### src/core/aos_pkg.sv
// shared constants and types for the serial output sequencer and its host
package aos_pkg;

    // word layout: leading zero pad, then result, msb first
    localparam int ZERO_BITS = 6;
    localparam int RESULT_BITS = 10;
    localparam int WORD_BITS = ZERO_BITS + RESULT_BITS;

    // shift-clock edge counts inside one conversion
    localparam logic [4:0] CNT_ZERO = 5'h00;
    localparam logic [4:0] CNT_ONE = 5'h01;
    localparam logic [4:0] CNT_WINDOW_CLOSE = 5'h06;
    localparam logic [4:0] CNT_SPLIT = 5'h08;
    localparam logic [4:0] CNT_LAST_BIT = 5'h10;
    localparam logic [4:0] CNT_FRAME_END = 5'h11;

    // core clock, and the longest pause allowed between two 8-clock groups
    localparam int CLK_PERIOD_NS = 50;
    localparam int SPLIT_GAP_MAX_US = 100;
    localparam int SPLIT_GAP_MAX_CYCLES = (SPLIT_GAP_MAX_US * 1000) / CLK_PERIOD_NS;

    // host timing, in core clock cycles
    localparam logic [3:0] SCLK_HALF_CYCLES = 4'h8;
    localparam logic [3:0] SEL_SETUP_CYCLES = 4'hA;
    localparam logic [11:0] SPLIT_GAP_CYCLES = 12'h028;

    // device operating state
    typedef enum logic [1:0]
    {
        AOS_MODE_OFF = 2'b00,
        AOS_MODE_LATCH = 2'b01,
        AOS_MODE_FRAME = 2'b10,
        AOS_MODE_SPI = 2'b11
    } aos_mode_type;

    // host sequencer state
    typedef enum logic [1:0]
    {
        AOS_HOST_IDLE = 2'b00,
        AOS_HOST_SETUP = 2'b01,
        AOS_HOST_RUN = 2'b10,
        AOS_HOST_GAP = 2'b11
    } aos_host_type;

    // bit idx of the output word: zeros first, then result msb first
    function automatic logic aos_word_bit(input logic [RESULT_BITS-1:0] res,
                                          input logic [4:0] idx);
        logic [4:0] pos;
        pos = 5'(WORD_BITS - 1) - idx;
        if (idx < 5'(ZERO_BITS))
            aos_word_bit = 1'b0;
        else
            aos_word_bit = res[pos[3:0]];
    endfunction

endpackage

### src/core/aos_link_if.sv
`timescale 1ns/100ps
// the four-wire link; sdo is read as driven, sdo_oe only flags when the device drives it
interface aos_link_if;
    logic sel_n;          // active-low select, host driven
    logic sclk;           // shift clock, host driven, idles low
    logic frame_sync_in;  // frame marker, host driven
    logic sdo;            // serial data, device driven
    logic sdo_oe;         // high while the device drives sdo

    modport device
    (
        input sel_n,
        input sclk,
        input frame_sync_in,
        output sdo,
        output sdo_oe
    );

    modport host
    (
        output sel_n,
        output sclk,
        output frame_sync_in,
        input sdo,
        input sdo_oe
    );
endinterface

### src/core/aos_device.sv
`timescale 1ns/100ps
// Contract
// - select high: output released, fully powered down
// - select fall samples frame sync for mode
// - spi mode only if both latches read 1
// - frame host keeps frame sync low across select fall
// - frame mode: frame sync high resets, starts a conversion
// - frame mode: shift word once frame sync drops
// - window opens after fs low, closes at zero six
// - one bit resolved per rising edge, shown later
// - word is six zeros then result
// - result is ten bits wide
// - frame host captures on falling shift edges
// - frame powerdown at falling 17, exit on fs
// - frame output released at rising 17
// - fs in bit 16 gives back-to-back conversion
// - fs mid conversion restarts a fresh conversion
// - select acts at any time, clock independent
// - host may use async start pulse as fs
// - spi host ties fs high, polarity 0, phase 1
// - spi host gives 16 clocks, gap under 100us
// - spi sampling from first rising after select fall
// - spi powerdown falling 16, exit rising 17
// - short spi transfers re-arm via select fall
module aos_device
(
    input wire logic core_clk_i,                               // core clock
    input wire logic reset_i,                                  // sync reset, high
    input wire logic ce_i,                                     // clock enable
    input wire logic [aos_pkg::RESULT_BITS-1:0] sample_data_i, // converter value
    aos_link_if.device link,                                   // pin side
    output logic powerdown_o,                                  // powered down
    output logic spi_mode_o,                                   // spi style chosen
    output logic sample_window_o,                              // sampling open
    output logic [aos_pkg::RESULT_BITS-1:0] result_o           // last result
);

    // every flop of the block in one record
    typedef struct packed
    {
        logic sel_s1;                                // select, first sync stage
        logic sel_s2;                                // select, second sync stage
        logic sel_prev;                              // select, edge history
        logic sclk_s1;                               // shift clock, first stage
        logic sclk_s2;                               // shift clock, second stage
        logic sclk_prev;                             // shift clock, edge history
        logic fs_s1;                                 // frame sync, first stage
        logic fs_s2;                                 // frame sync, second stage
        aos_pkg::aos_mode_type mode;                 // operating mode
        logic latch_a;                               // fs as seen at select fall
        logic running;                               // a frame conversion is live
        logic [4:0] rise_cnt;                        // rising edges in conversion
        logic window;                                // sample window open
        logic powerdown;                             // auto or full powerdown
        logic oe;                                    // data pin driven
        logic sdo;                                   // data pin value
        logic [aos_pkg::RESULT_BITS-1:0] result;     // held conversion result
    } aos_dev_state_type;

    aos_dev_state_type state_r;   // registered state
    aos_dev_state_type state_nxt; // next state

    logic sel_fall;   // select went low
    logic sclk_rise;  // shift clock rising edge
    logic sclk_fall;  // shift clock falling edge

    // edges are taken between the second stage and its history copy only,
    // the first stages never feed logic
    assign sel_fall = state_r.sel_prev & ~state_r.sel_s2;
    assign sclk_rise = ~state_r.sclk_prev & state_r.sclk_s2;
    assign sclk_fall = state_r.sclk_prev & ~state_r.sclk_s2;

    // next-state logic for the whole sequencer
    always_comb
    begin
        state_nxt = state_r;

        // pin synchronisers: the shift clock is sampled, not used as a clock
        state_nxt.sel_s1 = link.sel_n;
        state_nxt.sel_s2 = state_r.sel_s1;
        state_nxt.sel_prev = state_r.sel_s2;
        state_nxt.sclk_s1 = link.sclk;
        state_nxt.sclk_s2 = state_r.sclk_s1;
        state_nxt.sclk_prev = state_r.sclk_s2;
        state_nxt.fs_s1 = link.frame_sync_in;
        state_nxt.fs_s2 = state_r.fs_s1;

        if (state_r.sel_s2)
        begin
            // deselected: released and fully off, whatever the clock does
            state_nxt.mode = aos_pkg::AOS_MODE_OFF;
            state_nxt.oe = 1'b0;
            state_nxt.powerdown = 1'b1;
            state_nxt.running = 1'b0;
            state_nxt.window = 1'b0;
            state_nxt.sdo = 1'b0;
            state_nxt.rise_cnt = aos_pkg::CNT_ZERO;
        end
        else
        begin
            case (state_r.mode)
                aos_pkg::AOS_MODE_OFF:
                begin
                    // select fall: first mode latch, and a reset of the converter
                    if (sel_fall)
                    begin
                        state_nxt.mode = aos_pkg::AOS_MODE_LATCH;
                        state_nxt.latch_a = state_r.fs_s2;
                        state_nxt.rise_cnt = aos_pkg::CNT_ZERO;
                        state_nxt.running = 1'b0;
                    end
                end

                aos_pkg::AOS_MODE_LATCH:
                begin
                    // delayed second latch; a glitch on either gives frame mode,
                    // since the host relies on a clean low here
                    if (state_r.latch_a && state_r.fs_s2)
                    begin
                        state_nxt.mode = aos_pkg::AOS_MODE_SPI;
                        state_nxt.oe = 1'b1;
                    end
                    else
                    begin
                        // frame mode: stays released until the first frame sync
                        state_nxt.mode = aos_pkg::AOS_MODE_FRAME;
                    end
                end

                aos_pkg::AOS_MODE_FRAME:
                begin
                    if (sclk_fall)
                    begin
                        if (state_r.fs_s2)
                        begin
                            // frame sync seen: restart, also mid-word or in bit 16
                            state_nxt.running = 1'b1;
                            state_nxt.rise_cnt = aos_pkg::CNT_ZERO;
                            state_nxt.oe = 1'b1;
                            state_nxt.powerdown = 1'b0;
                            state_nxt.window = 1'b0;
                            state_nxt.sdo = 1'b0;
                        end
                        else if (state_r.running)
                        begin
                            // first falling edge once frame sync is low
                            if (state_r.rise_cnt == aos_pkg::CNT_ONE)
                            begin
                                state_nxt.window = 1'b1;
                            end
                            // falling edge just after the last bit was shown
                            if (state_r.rise_cnt == aos_pkg::CNT_LAST_BIT)
                            begin
                                state_nxt.powerdown = 1'b1;
                            end
                        end
                    end
                    else if (sclk_rise && state_r.running)
                    begin
                        if (state_r.rise_cnt == aos_pkg::CNT_LAST_BIT)
                        begin
                            // seventeenth rising edge: let go of the pin
                            state_nxt.oe = 1'b0;
                            state_nxt.running = 1'b0;
                            state_nxt.sdo = 1'b0;
                        end
                        else
                        begin
                            state_nxt.rise_cnt = state_r.rise_cnt + aos_pkg::CNT_ONE;
                            state_nxt.sdo = aos_pkg::aos_word_bit(state_r.result,
                                                                  state_r.rise_cnt);
                            if (state_nxt.rise_cnt == aos_pkg::CNT_WINDOW_CLOSE)
                            begin
                                // sixth zero leaves: window shuts, value is held
                                state_nxt.window = 1'b0;
                                state_nxt.result = sample_data_i;
                            end
                        end
                    end
                end

                aos_pkg::AOS_MODE_SPI:
                begin
                    if (sclk_rise)
                    begin
                        if ((state_r.rise_cnt == aos_pkg::CNT_ZERO) ||
                            (state_r.rise_cnt == aos_pkg::CNT_LAST_BIT))
                        begin
                            // first or seventeenth rising edge: wake and sample
                            state_nxt.rise_cnt = aos_pkg::CNT_ONE;
                            state_nxt.powerdown = 1'b0;
                            state_nxt.window = 1'b1;
                            state_nxt.sdo = 1'b0;
                        end
                        else
                        begin
                            state_nxt.rise_cnt = state_r.rise_cnt + aos_pkg::CNT_ONE;
                            state_nxt.sdo = aos_pkg::aos_word_bit(state_r.result,
                                                                  state_r.rise_cnt);
                            if (state_nxt.rise_cnt == aos_pkg::CNT_WINDOW_CLOSE)
                            begin
                                // zero six goes out: stop sampling, hold the value
                                state_nxt.window = 1'b0;
                                state_nxt.result = sample_data_i;
                            end
                        end
                    end
                    else if (sclk_fall && (state_r.rise_cnt == aos_pkg::CNT_LAST_BIT))
                    begin
                        // sixteenth falling edge: lsb taken, drop into powerdown
                        state_nxt.powerdown = 1'b1;
                    end
                end

                default:
                begin
                    state_nxt.mode = aos_pkg::AOS_MODE_OFF;
                end
            endcase
        end
    end

    // single state register; the enable freezes everything, syncs included,
    // so a user gating the clock must keep it up through a conversion
    always_ff @(posedge core_clk_i)
    begin
        if (reset_i)
        begin
            state_r <= '0;
            state_r.sel_s1 <= 1'b1;
            state_r.sel_s2 <= 1'b1;
            state_r.sel_prev <= 1'b1;
            state_r.mode <= aos_pkg::AOS_MODE_OFF;
            state_r.powerdown <= 1'b1;
        end
        else if (ce_i)
        begin
            state_r <= state_nxt;
        end
    end

    // pin and status outputs straight from flops, spi_mode_o decoded from the mode flops
    assign link.sdo = state_r.sdo;
    assign link.sdo_oe = state_r.oe;
    assign powerdown_o = state_r.powerdown;
    assign spi_mode_o = (state_r.mode == aos_pkg::AOS_MODE_SPI);
    assign sample_window_o = state_r.window;
    assign result_o = state_r.result;

endmodule

### src/flat_wrapper.sv
// flat-port wrapper written by rule: the top's interface ports become plain ports
module aos_device_flat 
  (core_clk_i, reset_i, ce_i, sample_data_i, powerdown_o, spi_mode_o, sample_window_o, result_o, link_sel_n, link_sclk, link_frame_sync_in, link_sdo, link_sdo_oe);
  aos_link_if link_i ();
  input wire logic core_clk_i;
  input wire logic reset_i;
  input wire logic ce_i;
  input wire logic [aos_pkg::RESULT_BITS-1:0] sample_data_i;
  output logic powerdown_o;
  output logic spi_mode_o;
  output logic sample_window_o;
  output logic [aos_pkg::RESULT_BITS-1:0] result_o;
  input wire logic [$bits(link_i.sel_n)-1:0] link_sel_n;
  input wire logic [$bits(link_i.sclk)-1:0] link_sclk;
  input wire logic [$bits(link_i.frame_sync_in)-1:0] link_frame_sync_in;
  output wire logic [$bits(link_i.sdo)-1:0] link_sdo;
  output wire logic [$bits(link_i.sdo_oe)-1:0] link_sdo_oe;
  assign link_i.sel_n = link_sel_n;
  assign link_i.sclk = link_sclk;
  assign link_i.frame_sync_in = link_frame_sync_in;
  assign link_sdo = link_i.sdo;
  assign link_sdo_oe = link_i.sdo_oe;
  aos_device u_core (.core_clk_i(core_clk_i), .reset_i(reset_i), .ce_i(ce_i), .sample_data_i(sample_data_i), .link(link_i), .powerdown_o(powerdown_o), .spi_mode_o(spi_mode_o), .sample_window_o(sample_window_o), .result_o(result_o));
endmodule
### config.mk
export PLATFORM = sky130hd
export DESIGN_NAME = aos_device_flat
export DESIGN_NICKNAME = d
export VERILOG_FILES = /design/src/core/aos_pkg.sv /design/src/core/aos_link_if.sv /design/src/core/aos_device.sv /design/src/flat_wrapper.sv
export SDC_FILE = /design/constraint.sdc
export NUM_CORES = 1
export LEC_CHECK = 0
export BUFFER_PORTS_ARGS = -buffer_cell sky130_fd_sc_hd__buf_4
export CAP_MARGIN = 20
export CORE_UTILIZATION = 56
export CTS_CLUSTER_DIAMETER = 120
export CTS_CLUSTER_SIZE = 12
export DETAILED_ROUTE_END_ITERATION = 10
export HOLD_SLACK_MARGIN = 0.02
export PLACE_DENSITY = 0.86
export SLEW_MARGIN = 30
export SYNTH_ARGS = -nofsm -noshare
export SYNTH_HDL_FRONTEND = slang
export SYNTH_SLANG_ARGS = --single-unit
### constraint.sdc
create_clock -name core_clk_i -period 2.7 [get_ports core_clk_i]
set_clock_uncertainty 0.2 [all_clocks]
set_input_delay 0.135 -clock core_clk_i [delete_from_list [all_inputs] [get_ports core_clk_i]]
set_output_delay 0.135 -clock core_clk_i [all_outputs]
set_load 0.01 [all_outputs]
==> run summary, run 1 <==
Measured along the y axis, the die boundary spans 61.0 µm. On the worst path, the slowest cell contributes a delay of 0.49 ns. For the detailed router's first-iteration violation count, the log shows 122.

The shortest clock period the worst path allows after layout came out at 2.29 ns. Detailed placement finished with a half-perimeter wire length of 2890 µm. For this design, the sink count on the clock tree is 31.

The commonest cells after synthesis are dfxtp_1 (31), nand2_1 (31), mux2i_1 (28). The average instance in the mapped netlist occupies 8.52 µm². Data on the critical path is required at its endpoint by 2.78 ns. The row count was 21; the netlist area before placement was 0.00195 mm².

The first global-routing pass estimated 7870 µm of wire. Post-detailed-route via-to-cell ratio: 5.70. Once placement finished, the instance area stood at 0.00210 mm². Entering global routing, the biggest net connects 26 pins. Across the run, the number of max-cap violations was 0. After routing the design area is 0.00234 mm². Cells fill 70.2% of the core in the end.

Counting along the longest clock path gives a buffer depth of 2. The number of setup buffers added after CTS is 0. At the worst endpoint, the arrival time is 2.37 ns. The total via count in the routed design is 1768, and the peak supply drop is 0.383 mV.

The flow ran to the end, and the final reports show no timing, DRC or antenna violations. The largest individual stage delay along the critical path comes from the cell ha_1. Effective utilization at floorplan: 58.5%. The post-synthesis register bit count is 31. Synthesis produced 229 cells. Of the synthesized area, sequential elements account for 31.8%.

For this run, the detailed router's first-pass iteration total came to 6. The clock reaches the later pin of the worst-skew pair after 0.35 ns. STA classifies the critical path endpoint as a register. STA classifies the critical path startpoint as a register. The worst register-to-register path begins at u_core.state_r[21]$_SDFFE_PP0P_.

The fraction of layout cells with a size suffix above 1 is 16.7%, and the layout-stage area growth over the synthesis result is 20.1%. The port buffer count is 30, and the floorplan die width is 61.0 µm. After detailed routing, the total wire length is 4770 µm. TritonCTS built the clock tree. After detailed placement, the design holds a cell count of 283. For the antenna diode instance count, the log shows 0. The tools report the final max-slew violation count as 0.

Setup slack on the worst reg-to-reg path comes out at 0.41 ns. The count of nets left with antenna violations once routing finished came out at 0. Walking the worst path, the cells encountered are ha_1 > mux2i_1 > o2bb2ai_1 > nand4_1 > nor2_4 > mux2i_1.

The path type of the worst setup path was reg -> reg. Yosys mapped a number of flops with a built-in enable equal to 0. For the worst flop-to-flop path, the logic depth is 6. The finished layout holds 310 standard cells, fillers aside. The highest attainable clock frequency was 437 MHz; the number of nets at the end of the flow was 287. Most used flip-flop cell after synthesis: dfxtp_1. The logs give 51 for the number of distinct library cells after synthesis and 2 for the deepest level of the CTS H-tree.

For this run, design rule violations remaining after detail routing come to 0. The total routing resource utilization after global routing was 29.7%. Counting every net in the synthesized netlist gives 253. The wire length per cell after detailed routing came out at 15.4 µm.

The tools report the number of antenna violations at the first check in global routing as 0. The tightest slew margin relative to the limit is 66.8%. After synthesis, the cell types taking the most area are dfxtp_1 (32%), mux2i_1 (14%), nand2_1 (6.0%). In this run, CTS created clock tree buffers numbering 5. Startpoint of the most critical hold path: u_core.sample_window_o$_SDFFE_PP0P_.

For the accumulated negative setup slack, the log shows 0 ns. The worst hold path belongs to the class reg -> reg. The run gives 1665 as the via count of the first global-routing pass. The cell seen most often among critical-path stages is mux2i_1.

The worst hold path passes through 2 cells. Summed over all instances, the cell type with the most area after synthesis is dfxtp_1. The endpoint of the worst hold path was u_core.sample_window_o$_SDFFE_PP0P_. The tools report the CTS root buffer as clkbuf_4. Top-area cell type share of the netlist area: 31.8%.

The clock-pin slew of the registers on the worst-case setup and hold paths was 0.11 ns; the area of the core was 0.00334 mm². The Yosys step of the flow raised 0 warnings. During I/O placement, the number of pins put on the boundary was 31. The largest fanout on the critical path came out at 13. The worst register-to-register path ends at u_core.result_o[4]$_SDFFE_PP0P_.

The final-report hold violation count is 0. Setup repair after global routing left no endpoint under its margin. At the end of routability-driven placement, the weighted congestion stood at 1.00. The ratio of final minimum period to clock period came out at 84.8%. Final-report setup violation count: 0.

For this design the static power due to leakage is 0.934 nW. Of all flip-flops after synthesis, the portion carrying an async set or reset was 0%. At the pin with the least slew margin, the transition time is 0.498 ns. The die covers 0.00373 mm². After global routing the overflow that remains totals 0. Areal power density over the cells: 355 mW/mm².
==> area by class of cell <==
type                    instances  area, µm²
well taps                      46       57.6
fillers                       245        993
clock buffers                   7       45.0
multi-input cells             167       1160
inverters                       8       30.0
flip-flops and latches         31        621
clock inverters                 1       5.00
repair buffers                 50        423
==> flip-flops by register name, indices dropped and copies added, names as in the netlist <==
signal	cells
u_core.sample_window_o	1
u_core.state_r	12
u_core.state_nxt	5
u_core.link.sdo	1
u_core.result_o	10
u_core.powerdown_o	1
u_core.link.sdo_oe	1
==> placed cells by master (no fill, tap or decap), types with 2 or more instances in the layout <==
| cell | instances |
|---|---|
| a211oi_1 | 4 |
| a21oi_1 | 11 |
| and3b_1 | 2 |
| buf_4 | 31 |
| clkbuf_1 | 2 |
| clkbuf_4 | 5 |
| dfxtp_1 | 31 |
| dlygate4sd3_1 | 19 |
| ha_1 | 8 |
| inv_1 | 7 |
| mux2i_1 | 28 |
| nand2_1 | 31 |
| nand2b_1 | 9 |
| nand3_1 | 6 |
| nand4_1 | 2 |
| nor2_1 | 15 |
| nor2b_1 | 5 |
| nor3_1 | 5 |
| o21ai_0 | 8 |
| o31ai_1 | 3 |
| xor2_1 | 2 |
==> power by group <==
| part | leakage, nW | internal (mW) | total [mW] | switching [mW] |
|---|---|---|---|---|
| combinational | 0.654 | 0.0505 | 0.0915 | 0.0410 |
| sequential | 0.251 | 0.462 | 0.469 | 0.00738 |
| clock | 0.0293 | 0.101 | 0.271 | 0.170 |
| total | 0.934 | 0.614 | 0.832 | 0.218 |
==> critical path, delay by kind of cell (launching register included) <==
family                   cells  cell delay (ns)
AND/OR/NAND/NOR              2             0.57
multiplexers                 2             0.39
AO/OA/AOI/OAI                1             0.16
adder cells (fa/ha/maj)      1             0.49
flip-flops                   1             0.40
==> per-stage QoR <==
step                hold WS (ns)  total power [mW]  worst slack [ns]
floorplan                 0.0634             0.519             0.621
global placement           0.156             0.543             0.530
detailed placement         0.162             0.544             0.444
CTS                        0.285             0.829             0.412
global route               0.327             0.858             0.234
finish                     0.289             0.832             0.411
==> how the worst max path moves through the flow <==
stage | start | endpoint | slack [ns] | depth (start not counted)
after floorplan | u_core.state_r[14]$_SDFFE_PP0P_ | u_core.result_o[0]$_SDFFE_PP0P_ | 0.62 | 8
after global placement | u_core.state_r[21]$_SDFFE_PP0P_ | u_core.result_o[1]$_SDFFE_PP0P_ | 0.53 | 6
after detailed placement | u_core.state_r[21]$_SDFFE_PP0P_ | u_core.result_o[0]$_SDFFE_PP0P_ | 0.44 | 6
after CTS | u_core.state_r[21]$_SDFFE_PP0P_ | u_core.result_o[0]$_SDFFE_PP0P_ | 0.41 | 6
after global routing | u_core.state_r[21]$_SDFFE_PP0P_ | u_core.result_o[3]$_SDFFE_PP0P_ | 0.23 | 6
final | u_core.state_r[21]$_SDFFE_PP0P_ | u_core.result_o[4]$_SDFFE_PP0P_ | 0.41 | 6
==> logic make-up after synthesis <==
kind of cell | after synthesis | share of synthesized area [%]
simple gates | 87 | 23.3
compound gates | 41 | 14.7
buf+inv | 31 | 8.65
flops | 31 | 31.8
mux | 29 | 15.5
fa+ha+maj | 8 | 5.13
xor+xnor | 2 | 0.898
==> layer usage <==
layer | vias up | track usage, % | wire [µm]
met5 | - | 0 | 0
met4 | 0 | 12.3 | 88
met3 | 11 | 9.03 | 250
met2 | 55 | 47.7 | 2380
met1 | 836 | 37.1 | 2050
li1 | 866 | - | -
==> timing repair <==
| action | 4_1_cts | 5_1_grt |
|---|---|---|
| hold buffers | 19 | 0 |
| resized for setup | 0 | 0 |
| endpoints found under the hold margin | 28 | 0 |
(Power assumes the default switching activity.)
==> inputs of run 2 (changes only) <==
- ABC_AREA: unset -> 1
- clock period: 2.7 -> 2.14 ns (I/O delays scaled with it)
==> run summary, run 2 <==
The worst path needs 2.03 ns of the cycle, external delays included. The layout-stage area growth over the synthesis result was 23.1%; the first-pass detailed-route iteration total was 5. The logs give 31 for the sink count of the clock tree and 0 for the residual overflow from global routing. The congestion estimate from routability-driven global placement came to 0.993.

The area of the core was 0.00334 mm²; the maximum buffer depth of the clock tree was 2. The netlist uses 28 different library cells. Depth of the worst register-to-register path: 10. The floorplan step defined a die boundary enclosing 0.00373 mm². The flip-flop count of the largest register, all copies and words added was 12; the clock insertion delay at the later pin of the skew report was 0.34 ns. The final-report hold violation count is 0, and the tightest slew margin relative to the limit is 75.0%. At the pin with the least slew margin, the transition time is 0.374 ns. The worst register-to-register path begins at u_core.state_r[21]$_SDFFE_PP0P_. The via count of the first global-routing pass is 1758. 0 antenna diodes ended up in the layout.

The port buffer count is 30, and the accumulated negative setup slack is 0 ns. After detailed routing, the average wire length per cell comes to 11.6 µm. The row count was 21; the count of buffering cells on the critical path with inverters included was 3. For the worst setup path, the data arrival time is 2.10 ns. The analysis attributes to cell leakage a power of 1.10 nW.

After technology mapping, the gate count stands at 305. The floorplan die width is 61.0 µm, and the total routed wirelength is 4550 µm. Most used flip-flop cell after synthesis: dfxtp_1.

The commonest cells after synthesis are nor2_1 (63), nand2_1 (62), inv_1 (33). For this configuration, the core starts out at a cell density of 58.5%. For the detailed router's first-iteration violation count, the log shows 144.

DRC violation count after routing: 0. The clock tree synthesis step divided the H-tree into 2 levels. For this design the total switching power over the nets is 0.396 mW.

The total of max-cap violations was 0; the worst hold slack across all endpoints was 0.272 ns. In this run, flip-flops and latches consume 51.1% of the power. Dominant cell type by area after synthesis: dfxtp_1. Net switching is 32.1% of the power. The run gives 493 MHz as the highest attainable clock frequency. The setup slack of the most critical reg-to-reg path was 0.11 ns; the pin count of the biggest net entering global routing was 25. The tools report the sort of element at the start of the critical path as a register. The critical path ends at u_core.result_o[0]$_SDFFE_PP0P_. Top-area cell type share of the netlist area: 31.8%. For the worst setup path, the data required time is 2.22 ns.

The top register by number of flip-flops is u_core.state_r. The internal power of the cells totals 0.838 mW. Global routing used 28.2% of the available tracks across all layers.

The logs give 0 for the total of warnings raised by yosys and 28.2% for the power share of the clock group. The proportion of power drawn by combinational gates is 20.7%. For the number of nets at the end of the flow, the log shows 369.

The final max-slew violation count was 0. In this design, the stage delay of the slowest critical-path cell is 0.36 ns. Sequential elements use 31.8% of the synthesized area. The kind of cell with the highest combined delay along the critical path is simple AND/OR/NAND/NOR gates. The logs give 329 for the post-synthesis net count and 7700 µm for the global-route wire length before repair. The largest fanout on the critical path works out to 10. The launch point of the critical path was u_core.state_r[21]$_SDFFE_PP0P_. In the final layout, the share of cells above drive strength 1 is 18.5%. Sorting the synthesized cells by area gives the leading types as dfxtp_1 (32%), nor2_1 (12%), nand2_1 (12%). The signal on the critical path passes through inv_1 > ha_1 > inv_1 > nand2_1 > nand3_1 > nand3b_4 > nor3_4 > buf_12 > nor2_1 > nor2_1.

After synthesis the cells add up to 0.00195 mm². The type of destination of the critical path is a register. Setup violations remaining at the end of the flow were counted as 0. The mean instance size in the synthesized netlist works out to 6.40 µm². The class of the tightest hold or removal check is reg -> reg.

The post-synthesis register bit count is 31, and the peak supply drop is 0.399 mV. In the layout the commonest cells are nor2_1 (63), nand2_1 (62), buf_4 (34). The die extent in y was 61.0 µm.

Buffers inserted during clock tree synthesis total 5. The critical path in this run is classified as reg -> reg. Yosys mapped a number of flops with a built-in enable equal to 0. The post-DP HPWL came out at 3140 µm.

Dividing the detail-routed via count by the number of cells gives 5.10. Ratio of final minimum period to clock period: 94.8%. The largest individual stage delay along the critical path comes from the cell dfxtp_1.

In this run the number of cells on the critical path is 10. The total via count in the routed design is 1998. The run gives 0 as the remaining antenna violation count after routing. TritonCTS built the clock tree.

Number of antenna violations at the first check in global routing: 0. The endpoint of the worst-slack reg-to-reg timing path was u_core.result_o[0]$_SDFFE_PP0P_. Yosys instantiated no cell more often than nor2_1. The tree is rooted in a clkbuf_4. The share of synthesized flip-flops with an asynchronous set or reset is 0%. The areal power density over the cells came out at 514 mW/mm². The clock-pin slew of the registers on the worst-case setup and hold paths was 0.11 ns. The flow ran to the end, and the final reports show no timing, DRC or antenna violations. The library cell used most frequently in the layout, excluding fill and tap cells, is nor2_1.

For the I/O pin count, the log shows 31.
run 2: cell types whose count changed after synthesis, sizes merged, moves of 4 or more:
cell	delta
buf	-4
nor3	-5
nand2b	-9
inv	+28
mux2i	-28
o21ai	+20
nor2b	-5
o31ai	-4
nand3	+19
nand2	+34
nor2	+50
run 2: layer usage:
| metal | track usage, % | part of all wire [%] | vias up |
|---|---|---|---|
| met4 | 10.1 | 2.3 | 0 |
| met3 | 6.09 | 5.3 | 12 |
| li1 | - | - | 1036 |
| met2 | 47.2 | 48 | 75 |
| met5 | 0 | 0 | - |
| met1 | 35.8 | 44 | 875 |
run 2: worst min path at each step:
stage                                                   end                            start  depth (start not counted)
after floorplan           u_core.state_nxt[29]$_SDFFE_PP1P_                       link_sel_n                          2
after global placement    u_core.state_nxt[29]$_SDFFE_PP1P_                       link_sel_n                          3
after detailed placement  u_core.state_nxt[29]$_SDFFE_PP1P_                       link_sel_n                          3
after CTS                   u_core.powerdown_o$_SDFFE_PP1P_  u_core.powerdown_o$_SDFFE_PP1P_                          2
after global routing        u_core.powerdown_o$_SDFFE_PP1P_  u_core.powerdown_o$_SDFFE_PP1P_                          2
final                       u_core.powerdown_o$_SDFFE_PP1P_  u_core.powerdown_o$_SDFFE_PP1P_                          2
run 2: logic make-up after synthesis:
family | share of synthesized area (%)
adders and majority gates | 5.13
AOI/OAI and AO/OA | 12.4
DFF | 31.8
buffers and inverters | 13.3
and+or+nand+nor | 37.4
run 2: tightest hold or removal path, cell delays in order, from the launching register on:
cell	delay, ns
dfxtp_1	0.35
nand2_1	0.05
nand3_1	0.05
run 2: metrics by stage:
stage	power [mW]	setup slack (ns)	area (µm²)	utilization, %	std cells
after CTS	1.23	0.0729	2360	70.8	391
after global placement	0.860	0.187	2150	64.3	367
after global routing	1.31	-0.00795	2400	72.0	392
after floorplan	0.800	0.269	1950	-	305
final	1.23	0.112	2400	72.0	392
after detailed placement	0.866	0.124	2150	64.3	367
run 2: what timing repair did:
action,4_1_cts,5_1_grt
endpoints found under the setup margin,0,15
hold buffers,16,0
hold endpoints to repair,21,0
gates resized for setup,0,8
setup buffers,0,1
run 2: layout make-up:
cell class,instances,area (µm²)
timing repair buffer,51,435
fill,281,935
clock inverter,3,20.0
clock buffer,5,37.5
inverter,37,145
sequential,31,623
multi-input combinational,219,1080
tap,46,57.6
run 2: power by group through the flow:
stage | sequential (mW) | clock, mW | combinational (mW)
4_1_cts | 0.629 | 0.353 | 0.247
2_1_floorplan | 0.634 | 0 | 0.167
5_1_grt | 0.634 | 0.381 | 0.293
3_5_place_dp | 0.643 | 0 | 0.223
3_3_place_gp | 0.641 | 0 | 0.219
6_report | 0.631 | 0.347 | 0.256
==> inputs of run 3 (changes only) <==
- MAX_ROUTING_LAYER: unset -> met4
- PLACE_DENSITY: 0.86 -> 0.79
==> run summary, run 3 (same netlist as run 2, synthesis figures left out) <==
The flow ran to the end, and the final reports show no timing, DRC or antenna violations. For hold timing, the worst endpoint is u_core.powerdown_o$_SDFFE_PP1P_. The final-report hold violation count is 0. The post-route netlist has 18.1% of its cells at a drive strength greater than 1.

TritonCTS created 5 clock buffers. Type of destination of the critical path: a register. The DRC violation count after routing is 0, and the peak supply drop is 0.442 mV. After detailed routing, the total wire length is 4460 µm. For this block, the initial DRC count from the detailed router was 139.

The top cell types in the final layout, fill and taps aside, are nor2_1 (63), nand2_1 (62), buf_4 (34). STA puts the critical path data required time at 2.16 ns. Of all nets on the critical path, the largest fanout is 24. In this run the most critical hold path is launched from u_core.powerdown_o$_SDFFE_PP1P_.

The ratio of final minimum period to clock period came out at 92.1%. In the final routed layout, each cell accounts on average for 11.3 µm. Final hold analysis gives a worst-case slack of 0.268 ns.

The clock reaches the later pin of the worst-skew pair after 0.33 ns. The run gives 31 as the sink count of the clock tree. Setup repair after global routing could not meet its margin everywhere. The startpoint of the lowest-slack register-to-register path was u_core.state_r[15]$_SDFFE_PP0P_.

The run gives 1644 as the via count of the first global-routing pass. The worst register-to-register path ends at u_core.result_o[8]$_SDFFE_PP0P_. The row count was 21; the tightest slew margin relative to the limit was 74.4%.

The flip-flop count of the largest register, all copies and words added was 12. The highest attainable clock frequency is 507 MHz, and the arrival time of data at the critical path endpoint is 1.99 ns. The I/O pin count is 31.

No sink is reached through more buffers than the 2 on the longest clock path. The worst setup path is launched from a primary input. The most common cell after layout, fill and taps aside was nor2_1. At the pin with the least slew margin, the transition time is 0.384 ns. Relative to the synthesized area, the layout overhead comes to 25.3%. Walking the worst path, the cells encountered are dlygate4sd3_1 > buf_4 > clkinvlp_4 > o21ai_0 > nor2_1 > dlygate4sd3_1. After detailed routing, the number of vias per cell comes to 5.03.

The H-tree was split into 2 levels. Number of antenna violations at the first check in global routing: 0. The effective utilization at floorplan was 58.5%.

The post-DP HPWL came out at 3100 µm. The final-report setup violation count is 0, and the pre-CTS setup slack is 0.127 ns. The residual overflow from global routing came out at 0. Summed over all cells, the static leakage comes to 1.13 nW. The largest individual stage delay along the critical path comes from the cell dlygate4sd3_1. TritonCTS built the clock tree.

In the post-route analysis, the smallest setup slack over all paths is 0.169 ns. The area of the die came out at 0.00373 mm². The final route contains 1980 vias. The total area inside the core boundary comes to 0.00334 mm². Entering global routing, the biggest net connects 25 pins.

Global routing used 27.7% of the available tracks across all layers. The tools report the count of filler cells inserted in the layout as 288. The run gives 0 as the antenna diode instance count. Counting I/O delays and the setup requirement, the final critical path takes 1.97 ns.

Clock-pin slew was measured on the worst setup and hold paths at 0.10 ns. Measured along the y axis, the die boundary spans 61.0 µm. The run gives 0 as the final max-slew violation count. The tools report the setup slack of the most critical reg-to-reg path as 0.18 ns. The min-delay analysis places its worst path in the category reg -> reg. For the final weighted congestion of routability-driven global placement, the log shows 0.997.

The count of nets left with antenna violations once routing finished came out at 0. The critical path is of the in -> reg type. The global-route wire length before repair is 7350 µm, and the port buffer count is 30.

The logs give 73.3% for the final cell utilization of the core and 4 for the first-pass detailed-route iteration total. The run gives 0 as the total of max-cap violations. The top register by number of flip-flops was u_core.state_r. By instance count, the cell type seen most on the critical path is dlygate4sd3_1. The cell sitting at the root of the clock tree is a clkbuf_4. For this design the ratio of total power to cell area is 560 mW/mm². The floorplan die width works out to 61.0 µm.

The largest stage delay on the critical path is 0.55 ns. Measured in cells, the most critical reg-to-reg path has a length of 10. The worst hold path passes through 2 cells. After the last flow step, the layout net total stands at 371.
==> run 3: cell type report <==
cell class	instances	area, µm²	share of cell area, %
Clock buffer	6	51.3	2.10
Clock inverter	2	35.0	1.43
Inverter	37	145	5.93
Multi-Input combinational cell	219	1080	44.1
Sequential cell	31	623	25.5
Tap cell	46	57.6	2.35
Timing Repair Buffer	53	455	18.6
==> run 3: through the flow <==
step / area [µm²] / std cells / total power, mW / TNS (ns)
finish: 2450 / 394 / 1.37 / 0
detailed placement: 2150 / 367 / 0.867 / 0
global route: 2450 / 394 / 1.45 / -0.105
global placement: 2150 / 367 / 0.863 / 0
floorplan: 1950 / 305 / 0.800 / 0
CTS: 2410 / 393 / 1.37 / 0
==> run 3: per-layer routing <==
metal | share of wire (%) | global-route usage [%] | vias to the layer above
met5 | 0 | - | -
met4 | 1.2 | 8.77 | 0
met3 | 6.9 | 4.62 | 8
met2 | 48 | 44.4 | 69
met1 | 44 | 35.7 | 862
li1 | - | - | 1041
==> run 3: how the worst max path moves through the flow <==
stage	start	end	slack (ns)	depth (start not counted)
floorplan	u_core.state_r[14]$_SDFFE_PP0P_	u_core.result_o[0]$_SDFFE_PP0P_	0.27	11
global placement	u_core.state_r[15]$_SDFFE_PP0P_	u_core.result_o[8]$_SDFFE_PP0P_	0.15	10
detailed placement	u_core.state_r[15]$_SDFFE_PP0P_	u_core.result_o[3]$_SDFFE_PP0P_	0.13	9
CTS	reset_i	u_core.state_nxt[23]$_SDFFE_PP0P_	0.04	6
global route	u_core.state_r[15]$_SDFFE_PP0P_	u_core.result_o[5]$_SDFFE_PP0P_	-0.03	10
finish	reset_i	u_core.state_nxt[26]$_SDFFE_PP0P_	0.17	6
==> run 3: timing repair <==
item	in CTS	in global routing
setup buffers	0	1
hold buffers	18	0
hold endpoints to repair	21	0
setup endpoints to repair	0	16
gates resized for setup	0	8
==> run 3: worst max-delay path: cells and delay by family <==
family | cells | cell delay, ns
buf+inv | 4 | 1.60
simple gates | 1 | 0.06
compound gates | 1 | 0.22
==> run 3: power breakdown <==
part / internal, mW / switching [mW]
clock: 0.276 / 0.207
combinational: 0.113 / 0.146
sequential: 0.603 / 0.0258
total: 0.992 / 0.379
